<file path="config.mk">
export PLATFORM = sky130hd
export DESIGN_NAME = dual_adc_conversion_read_control
export DESIGN_NICKNAME = d
export VERILOG_FILES = /design/src/rtl/adc_ctrl_pkg.sv /design/src/rtl/code_format.sv /design/src/rtl/conv_timer.sv /design/src/rtl/dual_adc_conversion_read_control.sv
export SDC_FILE = /design/constraint.sdc
export NUM_CORES = 1
export LEC_CHECK = 0
export CAP_MARGIN = 20
export CORE_ASPECT_RATIO = 0.6
export CORE_MARGIN = 3
export CORE_UTILIZATION = 63
export DETAILED_ROUTE_END_ITERATION = 7
export DONT_BUFFER_PORTS = 1
export PLACE_DENSITY = 0.86
export SLEW_MARGIN = 25
export SYNTH_ARGS = -nofsm -noshare
export SYNTH_HDL_FRONTEND = slang
export SYNTH_SLANG_ARGS = --single-unit
</file>
<file path="constraint.sdc">
create_clock -name I_CLK -period 2.2 [get_ports I_CLK]
set_input_delay 0.22 -clock I_CLK [delete_from_list [all_inputs] [get_ports I_CLK]]
set_output_delay 0.22 -clock I_CLK [all_outputs]
set_load 0.02 [all_outputs]
</file>
<file path="src/rtl/adc_ctrl_pkg.sv">
// shared constants of the dual converter control and readout logic
// assumes a single 250 MHz clock; all strobes arrive synchronous to it
// What the document requires of this block and its host
// Bipolar ranges give each result as 14-bit twos complement, one step being full scale over 16,384.
// The unipolar range gives each result as 14-bit straight binary, one step being full scale over 16,384.
// Bipolar most negative is 10 0000 0000 0000, most positive 01 1111 1111 1111, zero between all ones and all zeros.
// A falling conversion start puts both track-and-holds into hold together and starts both conversions.
// Both new results sit in the output register 5.2 us after the conversion start falling edge.
// Busy ending marks the end of conversion, after which both results can be read.
// Busy goes high on the conversion start falling edge and low when the conversion completes.
// With the pair select low, the first read returns the first A input and the second read the second A input.
// With the pair select high, the two reads return the first and then the second B input.
// The host changes the pair select only after conversion start is high again, stable 500 ns before the next start.
// The host keeps the pair select still during conversion when unselected inputs are driven far negative.
// A read is one low chip select pulse holding two low read strobe pulses, each giving one 14-bit result.
// The host leaves at least 400 ns between the end of a read and the next conversion start falling edge.
// The host plans on a 5.7 us least cycle: conversion time, a 100 ns read and the quiet time.
// Other chip select and read strobe patterns read the inputs in other combinations than the plain two reads.
// The data bus is driven only while chip select and read strobe are both low, and released otherwise; the code's O_DATA_OE lags them by one clock.
package adc_ctrl_pkg;

   localparam int          CLK_PERIOD_PS   = 4000;
   localparam int          CONV_TIME_PS    = 5200000;
   // longest time, so rounded down
   localparam int          CONV_CYCLES     = CONV_TIME_PS / CLK_PERIOD_PS;

   localparam int          RESULT_W        = 14;
   localparam int          FULL_SCALE_STEPS = 16384;
   localparam int          SIGN_BIT        = 13;
   localparam logic [13:0] SIGN_FLIP       = 14'h2000;
   localparam logic [13:0] BIPOLAR_MIN     = 14'h2000;
   localparam logic [13:0] BIPOLAR_MAX     = 14'h1FFF;
   localparam logic [13:0] DATA_RESET      = 14'h0000;

   typedef enum logic [1:0] {
      ST_IDLE = 2'b01,
      ST_CONV = 2'b10
   } conv_state_e;

endpackage

</file>
<file path="src/rtl/code_format.sv">
// output coding of one converted sample
// raw input is offset binary from the bottom of the range
`timescale 1ns/1ps
module code_format
   import adc_ctrl_pkg::*;
#(
   parameter int W = RESULT_W
) (
   // sample
   input  wire logic [W-1:0] i_raw,
   input  wire logic         i_bipolar,
   // coded result
   output logic      [W-1:0] o_code
);

   // flipping the top bit maps offset binary onto twos complement
   wire logic [W-1:0] twos_code = {~i_raw[W-1], i_raw[W-2:0]};

   assign o_code = i_bipolar ? twos_code : i_raw;

endmodule // code_format

</file>
<file path="src/rtl/conv_timer.sv">
// fixed length conversion timer, the stand-in for the internal conversion clock
// start is a one-cycle pulse; a start while running is ignored
`timescale 1ns/1ps
module conv_timer #(
   parameter int CYCLES = 1300
) (
   // clock and reset
   input  wire logic i_clk,
   input  wire logic i_reset,
   // control
   input  wire logic i_start,
   output logic      o_done
);

   localparam int CW = $clog2(CYCLES + 1);

   logic [CW-1:0] count_q;
   logic          run_q;

   assign o_done = run_q && (count_q == CW'(CYCLES));

   always_ff @(posedge i_clk) begin
      if (i_reset) begin
         run_q   <= 1'b0;
         count_q <= '0;
      end else if (i_start && !run_q) begin
         run_q   <= 1'b1;
         count_q <= CW'(1);
      end else if (o_done) begin
         run_q   <= 1'b0;
         count_q <= '0;
      end else if (run_q) begin
         count_q <= count_q + CW'(1);
      end
   end

endmodule // conv_timer

</file>
<file path="src/rtl/dual_adc_conversion_read_control.sv">
// conversion start, busy and parallel result readout of a dual sampling converter
// the analog front end hands in four offset-binary samples; bus pins are synchronous
`timescale 1ns/1ps
module dual_adc_conversion_read_control
   import adc_ctrl_pkg::*;
#(
   parameter int W         = RESULT_W,
   parameter int CONV_CYC  = CONV_CYCLES
) (
   // clock and reset
   input  wire logic         I_CLK,
   input  wire logic         I_RESET,
   // conversion control
   input  wire logic         I_CONVERSION_START_N,
   input  wire logic         I_CHANNEL_PAIR_SELECT,
   input  wire logic         I_RANGE_BIPOLAR,
   // sampled inputs, offset binary
   input  wire logic [W-1:0] I_PAIR_A_INPUT_FIRST,
   input  wire logic [W-1:0] I_PAIR_A_INPUT_SECOND,
   input  wire logic [W-1:0] I_PAIR_B_INPUT_FIRST,
   input  wire logic [W-1:0] I_PAIR_B_INPUT_SECOND,
   // parallel read bus
   input  wire logic         I_CS_N,
   input  wire logic         I_RD_N,
   output logic      [W-1:0] O_DATA,
   output logic              O_DATA_OE,
   // status
   output logic              O_BUSY,
   output logic              O_HOLD
);

   conv_state_e    state_q;
   conv_state_e    state_d;

   logic           start_n_prev_q;
   logic           rd_n_prev_q;
   logic           cs_n_prev_q;

   logic           pair_sel_q;
   logic           bipolar_q;
   logic [W-1:0]   hold_first_q;
   logic [W-1:0]   hold_second_q;
   logic [W-1:0]   result_first_q;
   logic [W-1:0]   result_second_q;
   logic           read_ptr_q;

   logic [W-1:0]   coded_first;
   logic [W-1:0]   coded_second;
   logic           conv_done;

   // edge detection on the synchronous pins
   wire logic      start_fall = start_n_prev_q && !I_CONVERSION_START_N;
   wire logic      idle       = (state_q == ST_IDLE);
   wire logic      take_start = start_fall && idle;
   wire logic      rd_fall    = rd_n_prev_q && !I_RD_N && !I_CS_N;
   // a strobe counts as done when it rises with chip select still low
   wire logic      rd_done    = !rd_n_prev_q && I_RD_N && !cs_n_prev_q;
   wire logic      drive      = !I_CS_N && !I_RD_N;

   // pair select picks which input pair goes into hold
   wire logic [W-1:0] pick_first  = I_CHANNEL_PAIR_SELECT ? I_PAIR_B_INPUT_FIRST  : I_PAIR_A_INPUT_FIRST;
   wire logic [W-1:0] pick_second = I_CHANNEL_PAIR_SELECT ? I_PAIR_B_INPUT_SECOND : I_PAIR_A_INPUT_SECOND;
   wire logic [W-1:0] read_word   = read_ptr_q ? result_second_q : result_first_q;

   conv_timer #(
      .CYCLES (CONV_CYC)
   ) u_timer (
      .i_clk   (I_CLK),
      .i_reset (I_RESET),
      .i_start (take_start),
      .o_done  (conv_done)
   );

   code_format #(
      .W (W)
   ) u_fmt_first (
      .i_raw     (hold_first_q),
      .i_bipolar (bipolar_q),
      .o_code    (coded_first)
   );

   code_format #(
      .W (W)
   ) u_fmt_second (
      .i_raw     (hold_second_q),
      .i_bipolar (bipolar_q),
      .o_code    (coded_second)
   );

   // a start during a conversion is ignored; only reset cuts the running one short
   always_comb begin
      state_d = state_q;
      unique case (state_q)
         ST_IDLE: begin
            if (take_start) begin
               state_d = ST_CONV;
            end
         end
         ST_CONV: begin
            if (conv_done) begin
               state_d = ST_IDLE;
            end
         end
         default: begin
            state_d = ST_IDLE;
         end
      endcase
   end

   always_ff @(posedge I_CLK) begin
      if (I_RESET) begin
         state_q        <= ST_IDLE;
         start_n_prev_q <= 1'b1;
         rd_n_prev_q    <= 1'b1;
         cs_n_prev_q    <= 1'b1;
      end else begin
         state_q        <= state_d;
         start_n_prev_q <= I_CONVERSION_START_N;
         rd_n_prev_q    <= I_RD_N;
         cs_n_prev_q    <= I_CS_N;
      end
   end

   // both samples frozen in the same cycle
   always_ff @(posedge I_CLK) begin
      if (I_RESET) begin
         pair_sel_q    <= 1'b0;
         bipolar_q     <= 1'b0;
         hold_first_q  <= DATA_RESET;
         hold_second_q <= DATA_RESET;
      end else if (take_start) begin
         pair_sel_q    <= I_CHANNEL_PAIR_SELECT;
         bipolar_q     <= I_RANGE_BIPOLAR;
         hold_first_q  <= pick_first;
         hold_second_q <= pick_second;
      end
   end

   // output register loads only at the end, so old results stay readable during conversion
   always_ff @(posedge I_CLK) begin
      if (I_RESET) begin
         result_first_q  <= DATA_RESET;
         result_second_q <= DATA_RESET;
      end else if (conv_done) begin
         result_first_q  <= coded_first;
         result_second_q <= coded_second;
      end
   end

   // read pointer: first strobe after a conversion gives the first input;
   // further strobes wrap, which lets other strobe patterns re-read a word
   always_ff @(posedge I_CLK) begin
      if (I_RESET) begin
         read_ptr_q <= 1'b0;
      end else if (conv_done) begin
         read_ptr_q <= 1'b0;
      end else if (rd_done) begin
         read_ptr_q <= ~read_ptr_q;
      end
   end

   always_ff @(posedge I_CLK) begin
      if (I_RESET) begin
         O_DATA    <= DATA_RESET;
         O_DATA_OE <= 1'b0;
      end else begin
         O_DATA_OE <= drive;
         if (rd_fall || drive) begin
            O_DATA <= read_word;
         end
      end
   end

   always_ff @(posedge I_CLK) begin
      if (I_RESET) begin
         O_BUSY <= 1'b0;
         O_HOLD <= 1'b0;
      end else begin
         O_BUSY <= (state_d == ST_CONV);
         O_HOLD <= (state_d == ST_CONV);
      end
   end

   // checking
   logic [15:0] busy_len_q;

   always_ff @(posedge I_CLK) begin
      if (I_RESET) begin
         busy_len_q <= 16'h0000;
      end else if (O_BUSY) begin
         busy_len_q <= busy_len_q + 16'h0001;
      end else begin
         busy_len_q <= 16'h0000;
      end
   end
endmodule // dual_adc_conversion_read_control

</file>
# Word level (Yosys, flattened, before mapping)
# Index checks and enable logic that the tools add are counted.
[totals]
register_bits = 91
in_bits = 63
word_cells = 57
[classes]
n_addsub = 1
eq_ne = 4
muxes = 13
bitwise_logic = 3
n_reduce_logical = 20
[op_table]
columns = ["operator", "count"]
rows = [
  ["$mux 14", 5],
  ["$add 11x1->11 const B", 1],
  ["$eq 11x11->1 const B", 1],
  ["$logic_and 1x1->1", 9],
  ["$logic_not 1->1", 6],
  ["$mux 1", 5],
  ["$eq 2x2->1 const B", 2],
  ["$mux 2", 2],
  ["$pmux 2 s2", 1],
  ["$not 1->1", 3],
  ["$reduce_bool 3->1", 1],
  ["$reduce_or 3->1", 1],
  ["$eq 2x1->1 const B", 1],
  ["$reduce_bool 2->1", 1],
  ["$reduce_or 2->1", 1],
  ["$logic_or 1x1->1", 1],
]

# Depth between registers and ports, before layout
# Gate-level depths: netlist of the first run.
[logic_depth]
depth_word = 6
depth_mapped = 7
ltp_nobuf = 5

# Hierarchy
# Synthesis of the first run repeated with hierarchy kept, for this count alone.
[unflattened]
cells_unflattened = 405
hier_area_um2 = 4092.7
[modules_own_cells]
columns = ["mod", "instances", "cells_per_inst", "area_each_um2", "seq_area_each_um2"]
rows = [
  ["dual_adc_conversion_read_control", 1, 313, 3296.9, 1581.5],
  ["conv_timer", 1, 64, 583.1, 240.2],
  ["code_format", 2, 14, 106.4, 0.0],
]

# Worst setup path before layout of the first run
# OpenSTA, ideal clock, no wires.
[synth_timing]
kind = "register to register"
startpoint = "register u_timer.count_q[6]"
endpoint = "register result_first_q[10]"
arrival_time_ns = 1.449
required_ns = 2.071
setup_slack_ns = 0.621
stages_incl_launch_ff = 6
n_path_buf = 2
synth_period_minus_slack_ns = 1.579
cell_sequence = "dfxtp_1 or4b_1 buf_6 buf_6 o31ai_1 a21oi_1"
[synth_between]
elab_chain_cells = 2
[synth_rtl]
columns = ["item", "line_no", "rtl"]
rows = [
  ["start, declared", "conv_timer.sv:17", "logic [CW-1:0] count_q;"],
  ["start signal, assigned", "conv_timer.sv:33", "count_q <= count_q + CW'(1);"],
  ["$eq 11x11->1", "conv_timer.sv:20", "assign o_done = run_q && (count_q == CW'(CYCLES));"],
  ["$logic_and 1x1->1", "conv_timer.sv:20", ""],
  ["end signal, assigned", "dual_adc_conversion_read_control.sv:145", "result_first_q <= coded_first;"],
  ["end, declared", "dual_adc_conversion_read_control.sv:43", "logic [W-1:0] result_first_q;"],
]
# Every way passes these cells.
# A chain may end at the register's enable or synchronous reset.

# Worst setup path in the final report of the first run
[layout_timing]
startpoint = "register state_q[0]"
endpoint = "register O_HOLD"
[layout_between]
elab_chain_cells = 5
word_cells_on_any_way = 7
classes_between = "eq/ne: 3; mux: 3; reduce/logical: 1"
[layout_rtl]
columns = ["item", "line_no", "rtl"]
rows = [
  ["start, declared", "dual_adc_conversion_read_control.sv:32", "conv_state_e state_q;"],
  ["start signal, assigned", "dual_adc_conversion_read_control.sv:117", "state_q <= state_d;"],
  ["$eq 2x1->1", "dual_adc_conversion_read_control.sv:53, dual_adc_conversion_read_control.sv:93", ""],
  ["$logic_and 1x1->1", "dual_adc_conversion_read_control.sv:54", "wire logic take_start = start_fall && idle;"],
  ["$mux 2", "dual_adc_conversion_read_control.sv:95", "if (take_start) begin"],
  ["$pmux 2 s2 (*)", "dual_adc_conversion_read_control.sv:93", "unique case (state_q)"],
  ["$eq 2x2->1 (*)", "dual_adc_conversion_read_control.sv:180", "O_HOLD <= (state_d == ST_CONV);"],
  ["end signal, assigned", "dual_adc_conversion_read_control.sv:180", ""],
  ["end, declared", "dual_adc_conversion_read_control.sv:29", "output logic O_HOLD"],
]
# Mark *: on every way between the ends. The rest lies on a longest branch, timed or not.

==> impl_metrics.json, run 1 <==
{
  "die_x_um": 109,
  "worstMarginPinSlew_ps": 804,
  "place_ws_ps": 365,
  "ir_drop_mv": 0.657,
  "async_flop_share": 0,
  "cpMaxStageDelayCell": "a2111oi_0",
  "endpoint_kind": "flop",
  "place_area_um2": 4000,
  "critPathKind": "flop to flop",
  "max_cap_violations": 0,
  "cts_root_buffer": "clkbuf_8",
  "clockBufferDepth": 2,
  "required_ps": 2410,
  "ant_nets": 0,
  "grt_pass1_wl_mm": 14.6,
  "wl_per_cell_um": 19.3,
  "synthTopCellsByCount": "dfxtp_1 (91), nor2_1 (52), a211oi_1 (45), mux2i_1 (44), a21oi_1 (32)",
  "seq_area_um2": 1820,
  "synth-seq-cells": 91,
  "syn_area_per_cell_um2": 9.55,
  "vias_per_cell": 6.62,
  "die_h_um": 68.1,
  "cts_tree": "yes",
  "grt_pass1_vias": 2904,
  "num_antenna_cells": 0,
  "path_clk_slew_ps": 90,
  "crit_fanout": 61,
  "ys.warnings.count": 0,
  "dieArea_um2": 7450,
  "rows": 21,
  "synth_edf_count": 0,
  "synth_top_area_frac": 0.450,
  "drt_iter0_drc": 326,
  "drv_slew": 0,
  "core-area_um2": 5890,
  "status": "finished, final reports clean",
  "synth_cells": 424,
  "n_fill_cell": 470,
  "hold_viol_final": 0,
  "max_freq_mhz": 553,
  "cp_cell_sequence": "ha_1 > and3b_2 > buf_12 > nor2_1 > a2111oi_0",
  "min_period_over_period": 0.821,
  "relSlewSlack": 0.463,
  "drc": 0,
  "tns_ps": 0,
  "first_pass_iters": 5,
  "antenna_found_initial": 0,
  "synth.net_count": 491,
  "hold_class": "primary input to flop",
  "rsz0062_at_grt": "no",
  "start_util": 0.688,
  "clock-skew-final_ps": 9.32,
  "powerDensity_nw_per_um2": 884,
  "syn2layout_area_growth_pct": 5.72,
  "layout.nets": 474,
  "cp-start-kind": "flop",
  "cts.sinks": 91,
  "synthTopCellsByArea": "dfxtp_1 (45%), mux2i_1 (11%), a211oi_1 (8.3%)",
  "drive_gt1_frac": 0.0947,
  "syn-cell-area_um2": 4050,
  "grt_start_max_net_pins": 78,
  "yosys.cell_count.top_type": "dfxtp_1",
  "ios": 80,
  "vias": 3256,
  "clock_latency_ps": 360,
  "hpwl_mm": 6.58,
  "leakagePower_nw": 1.46,
  "setup_viol": 0,
  "cts_setup_buffers": 0,
  "ys_seq_area_frac": 0.450,
  "critPathMaxStageDelay_ps": 430,
  "synth.distinct_cells": 41,
  "period_minus_slack_ps": 1810,
  "final_area_um2": 4280,
  "yosys_most_used_dff": "dfxtp_1",
  "gp_congestion": 0.827,
  "cts_made_buffers": 9,
  "track_usage": 0.260,
  "multi_input_area_um2": 1960,
  "htree_levels": 3,
  "finalWirelength_mm": 9.51,
  "portBuffers": 0,
  "setup_slack_ps": 393,
  "synth_top_area_cell": "dfxtp_1",
  "worstPathArrival_ps": 2010,
  "grt_overflow": 0
}
repair_timing:
| item | in CTS | in global routing |
|---|---|---|
| gates resized for setup | 0 | 0 |
| hold endpoints to repair | 78 | 0 |
| hold buffers | 4 | 0 |
cells by family (layout without fill, tap and decap cells):
kind of cell	after synthesis	after routing	share of synthesized area
multiplexers	44	44	0.109
XOR/XNOR	6	6	0.0130
buffers and inverters	49	37	0.0702
AO/OA/AOI/OAI	118	118	0.199
flip-flops	91	91	0.450
adder cells (fa/ha/maj)	4	4	0.0124
AND/OR/NAND/NOR	112	112	0.147
through the flow:
stage / hold slack, ps / utilization / instances / power (W)
after global routing: 37.6 / 0.727 / 492 / 0.00395
after detailed placement: 304 / 0.679 / 472 / 0.00254
after floorplan: 292 / - / 424 / 0.00243
after global placement: 293 / 0.679 / 472 / 0.00249
final: 22.1 / 0.727 / 492 / 0.00378
after CTS: 2.99 / 0.727 / 492 / 0.00380
worst paths after layout:
path                           start  depth (start not counted)            endpoint  slack [ps]
hold / removal       I_RANGE_BIPOLAR                          2           bipolar_q          20
setup reg to reg          state_q[0]                          5              O_HOLD         390
setup / recovery          state_q[0]                          5              O_HOLD         390
hold reg to reg   result_first_q[11]                          2  result_first_q[11]         470
critical path: cells and delay by family (launching register included):
kind / cells / cell delay, ps
AOI/OAI and AO/OA: 1 / 430
buffers and inverters: 1 / 230
and+or+nand+nor: 2 / 320
adders and majority gates: 1 / 280
DFF: 1 / 390
layer usage:
metal | GRT usage | vias to the layer above | wire (µm)
li1 | - | 1552 | -
met1 | 0.377 | 1506 | 4280
met2 | 0.375 | 186 | 3970
met3 | 0.0669 | 12 | 1140
met4 | 0.0871 | 0 | 119
met5 | 0 | - | 0
state kept, by name, summed over array words and instances (netlist names):
signal	cells
O_DATA	14
O_DATA_OE	1
O_HOLD	1
bipolar_q	1
cs_n_prev_q	1
hold_first_q	14
hold_second_q	14
rd_n_prev_q	1
read_ptr_q	1
result_first_q	14
result_second_q	14
start_n_prev_q	1
state_q	2
u_timer.count_q	11
u_timer.run_q	1
final cells by class:
cell class | count | area share
multi-input cells | 284 | 0.457
flip-flops and latches | 91 | 0.426
repair buffers | 15 | 0.0357
clock buffers | 9 | 0.0289
clock inverters | 7 | 0.0237
well taps | 80 | 0.0234
inverters | 6 | 0.00526
cell usage in the layout (no fill, tap or decap), types with 2 or more instances in the layout:
cell type      netlist  final
a211oi_1            45     45
or4_1                4      4
nand4_1             30     30
ha_1                 4      4
inv_1                6      6
dfxtp_1             91     91
o31ai_1             31     31
and4_1               2      2
or2_2                4      4
buf_4                4     10
clkbuf_8             0      9
mux2i_1             44     44
xor2_1               3      3
nand3_1              3      3
a31oi_1              2      2
nand2_1              3      3
o21ai_0              2      2
clkinv_4             0      2
nor3_1               3      3
bufinv_16            0      2
a2111oi_0            2      2
a21oi_1             32     32
dlygate4sd3_1        1      3
xnor2_1              3      3
nor2_1              52     51
power by group:
part | switching, W | total [W] | leakage (nW) | internal [W]
combinational | 0.000311 | 0.000555 | 0.603 | 0.000244
sequential | 0.000165 | 0.00198 | 0.743 | 0.00182
clock | 0.000599 | 0.00125 | 0.111 | 0.000649
No activity file was read; power rests on OpenSTA's default activity.
==> inputs of run 2 (changes only) <==
==> constraint.sdc (replaced) <==
create_clock -name I_CLK -period 1.8 [get_ports I_CLK]
set_input_delay 0.18 -clock I_CLK [delete_from_list [all_inputs] [get_ports I_CLK]]
set_output_delay 0.18 -clock I_CLK [all_outputs]
set_load 0.02 [all_outputs]
==> run 2 against run 1 <==
  * Total power up 17%
  * Fmax up 8.9%
  * Worst setup slack worse by 250 ps
  * Sequential share of layout area down 0.52 points
==> impl_metrics.json, run 2 (synthesized netlist as in run 1, its figures left out) <==
{
  "grt_start_max_net_pins": 78,
  "worstPathArrival_ps": 1950,
  "dieArea_um2": 7450,
  "ant_nets": 0,
  "ios": 80,
  "rsz0062_at_grt": "no",
  "die_h_um": 68.1,
  "gr-usage-met1": 0.389,
  "clock-skew-final_ps": 7.68,
  "critPathKind": "flop to flop",
  "cp_common_cell": "buf_4",
  "rrSetupSlack_ps": 140,
  "cpMaxStageDelayCell": "dfxtp_1",
  "hpwl_mm": 6.33,
  "period_minus_slack_ps": 1660,
  "cp-endpoint": "result_second_q[7]",
  "place_ws_ps": 178,
  "whs_ps": 46.3,
  "vias": 3242,
  "drc": 0,
  "max_cap_violations": 0,
  "first_pass_iters": 5,
  "worstMarginPinSlew_ps": 548,
  "status": "finished, final reports clean",
  "cts.sinks": 91,
  "ir_drop_mv": 0.584,
  "hold_class": "primary input to flop",
  "start_util": 0.688,
  "endpoint_kind": "flop",
  "critPathMaxStageDelay_ps": 320,
  "clockBufferDepth": 2,
  "rows": 21,
  "wl_per_cell_um": 18.6,
  "n_fill_cell": 455,
  "layout_commonest_cell": "dfxtp_1",
  "finalWirelength_mm": 9.31,
  "min_period_over_period": 0.922,
  "met2_usage": 0.341,
  "htree_levels": 3,
  "tns_ps": 0,
  "layout.nets": 482,
  "vias_per_cell": 6.50,
  "holdPathStages": 2,
  "leakagePower_nw": 1.49,
  "relSlewSlack": 0.634,
  "powerDensity_nw_per_um2": 1020,
  "crit_family": "buffers and inverters",
  "finalPower_w": 0.00444,
  "track_usage": 0.257,
  "cts_root_buffer": "clkbuf_8",
  "drive_gt1_frac": 0.100,
  "drv_slew": 0,
  "setup_slack_ps": 140,
  "num_antenna_cells": 0,
  "grt_overflow": 0,
  "cts_tree": "yes",
  "clock_latency_ps": 360,
  "antenna_found_initial": 0,
  "use_met3": 0.0858,
  "rr_startpoint": "u_timer.count_q[6]",
  "setup_viol": 0,
  "path_depth": 6,
  "cts_setup_buffers": 0,
  "finish.utilization": 0.736,
  "cp-start-kind": "flop",
  "path_clk_slew_ps": 90,
  "cp_cell_sequence": "buf_4 > nor4b_2 > buf_4 > buf_4 > nand4_1 > a21oi_1",
  "busiest_layer": "met1",
  "gp_congestion": 0.806,
  "worst-path-buf-inv": 3,
  "r2r_end": "result_second_q[7]",
  "grt_pass1_vias": 2771,
  "hold_viol_final": 0,
  "cts_made_buffers": 9,
  "portBuffers": 0,
  "syn2layout_area_growth_pct": 7.02,
  "ff2ff_path_depth": 6,
  "crit_fanout": 23,
  "grt_pass1_wl_mm": 14.4,
  "core-area_um2": 5890,
  "required_ps": 2090,
  "crit_start": "u_timer.count_q[6]",
  "max_freq_mhz": 602,
  "mostFrequentLayoutCells": "dfxtp_1 (91), nor2_1 (51), a211oi_1 (45)",
  "die_x_um": 109,
  "drt_iter0_drc": 364
}
[run 2: cell count changes in the layout (fill, tap and decap cells not counted), sizes merged]
| cell | change |
|---|---|
| dlygate4sd3 | +3 |
| buf | +5 |
| inv | -1 |
| clkinvlp | -1 |
| clkbuf | +2 |
| bufinv | -1 |
[run 2: report_power, final]
group          leakage, nW  total [W]  switching (W)  internal [W]
Clock               0.0934    0.00133       0.000695      0.000638
Sequential           0.743    0.00241       0.000190       0.00222
Combinational        0.657   0.000694       0.000386      0.000308
[run 2: worst min path at each step]
stage	from	slack [ps]	endpoint
2_1_floorplan	I_RD_N	250	O_DATA_OE
6_report	I_PAIR_A_INPUT_SECOND[6]	50	hold_second_q[6]
5_1_grt	I_PAIR_A_INPUT_SECOND[11]	70	hold_second_q[11]
3_3_place_gp	I_RD_N	250	O_DATA_OE
4_1_cts	I_PAIR_A_INPUT_SECOND[6]	30	hold_second_q[6]
3_5_place_dp	I_RD_N	260	O_DATA_OE
[run 2: per-layer routing]
layer,up-vias,routed length (µm)
met3,5,908
met1,1486,4650
met2,174,3700
met4,0,47
li1,1577,-
met5,-,0
[run 2: layout make-up]
class / count / area (µm²) / area share
Tap cell: 80 / 100 / 0.0231
Multi-Input combinational cell: 284 / 1960 / 0.452
Timing Repair Buffer: 23 / 245 / 0.0566
Clock buffer: 11 / 131 / 0.0303
Inverter: 6 / 22.5 / 0.00520
Sequential cell: 91 / 1820 / 0.421
Clock inverter: 4 / 52.6 / 0.0121
[run 2: through the flow]
step	area (µm²)	instances
global route	4330	499
detailed placement	4060	477
floorplan	4050	424
global placement	4060	477
CTS	4330	499
finish	4330	499
[run 2: what timing repair did]
item,4_1_cts,5_1_grt
endpoints found under the setup margin,0,1
hold endpoints to repair,78,0
hold buffers,7,0
resized for setup,0,1
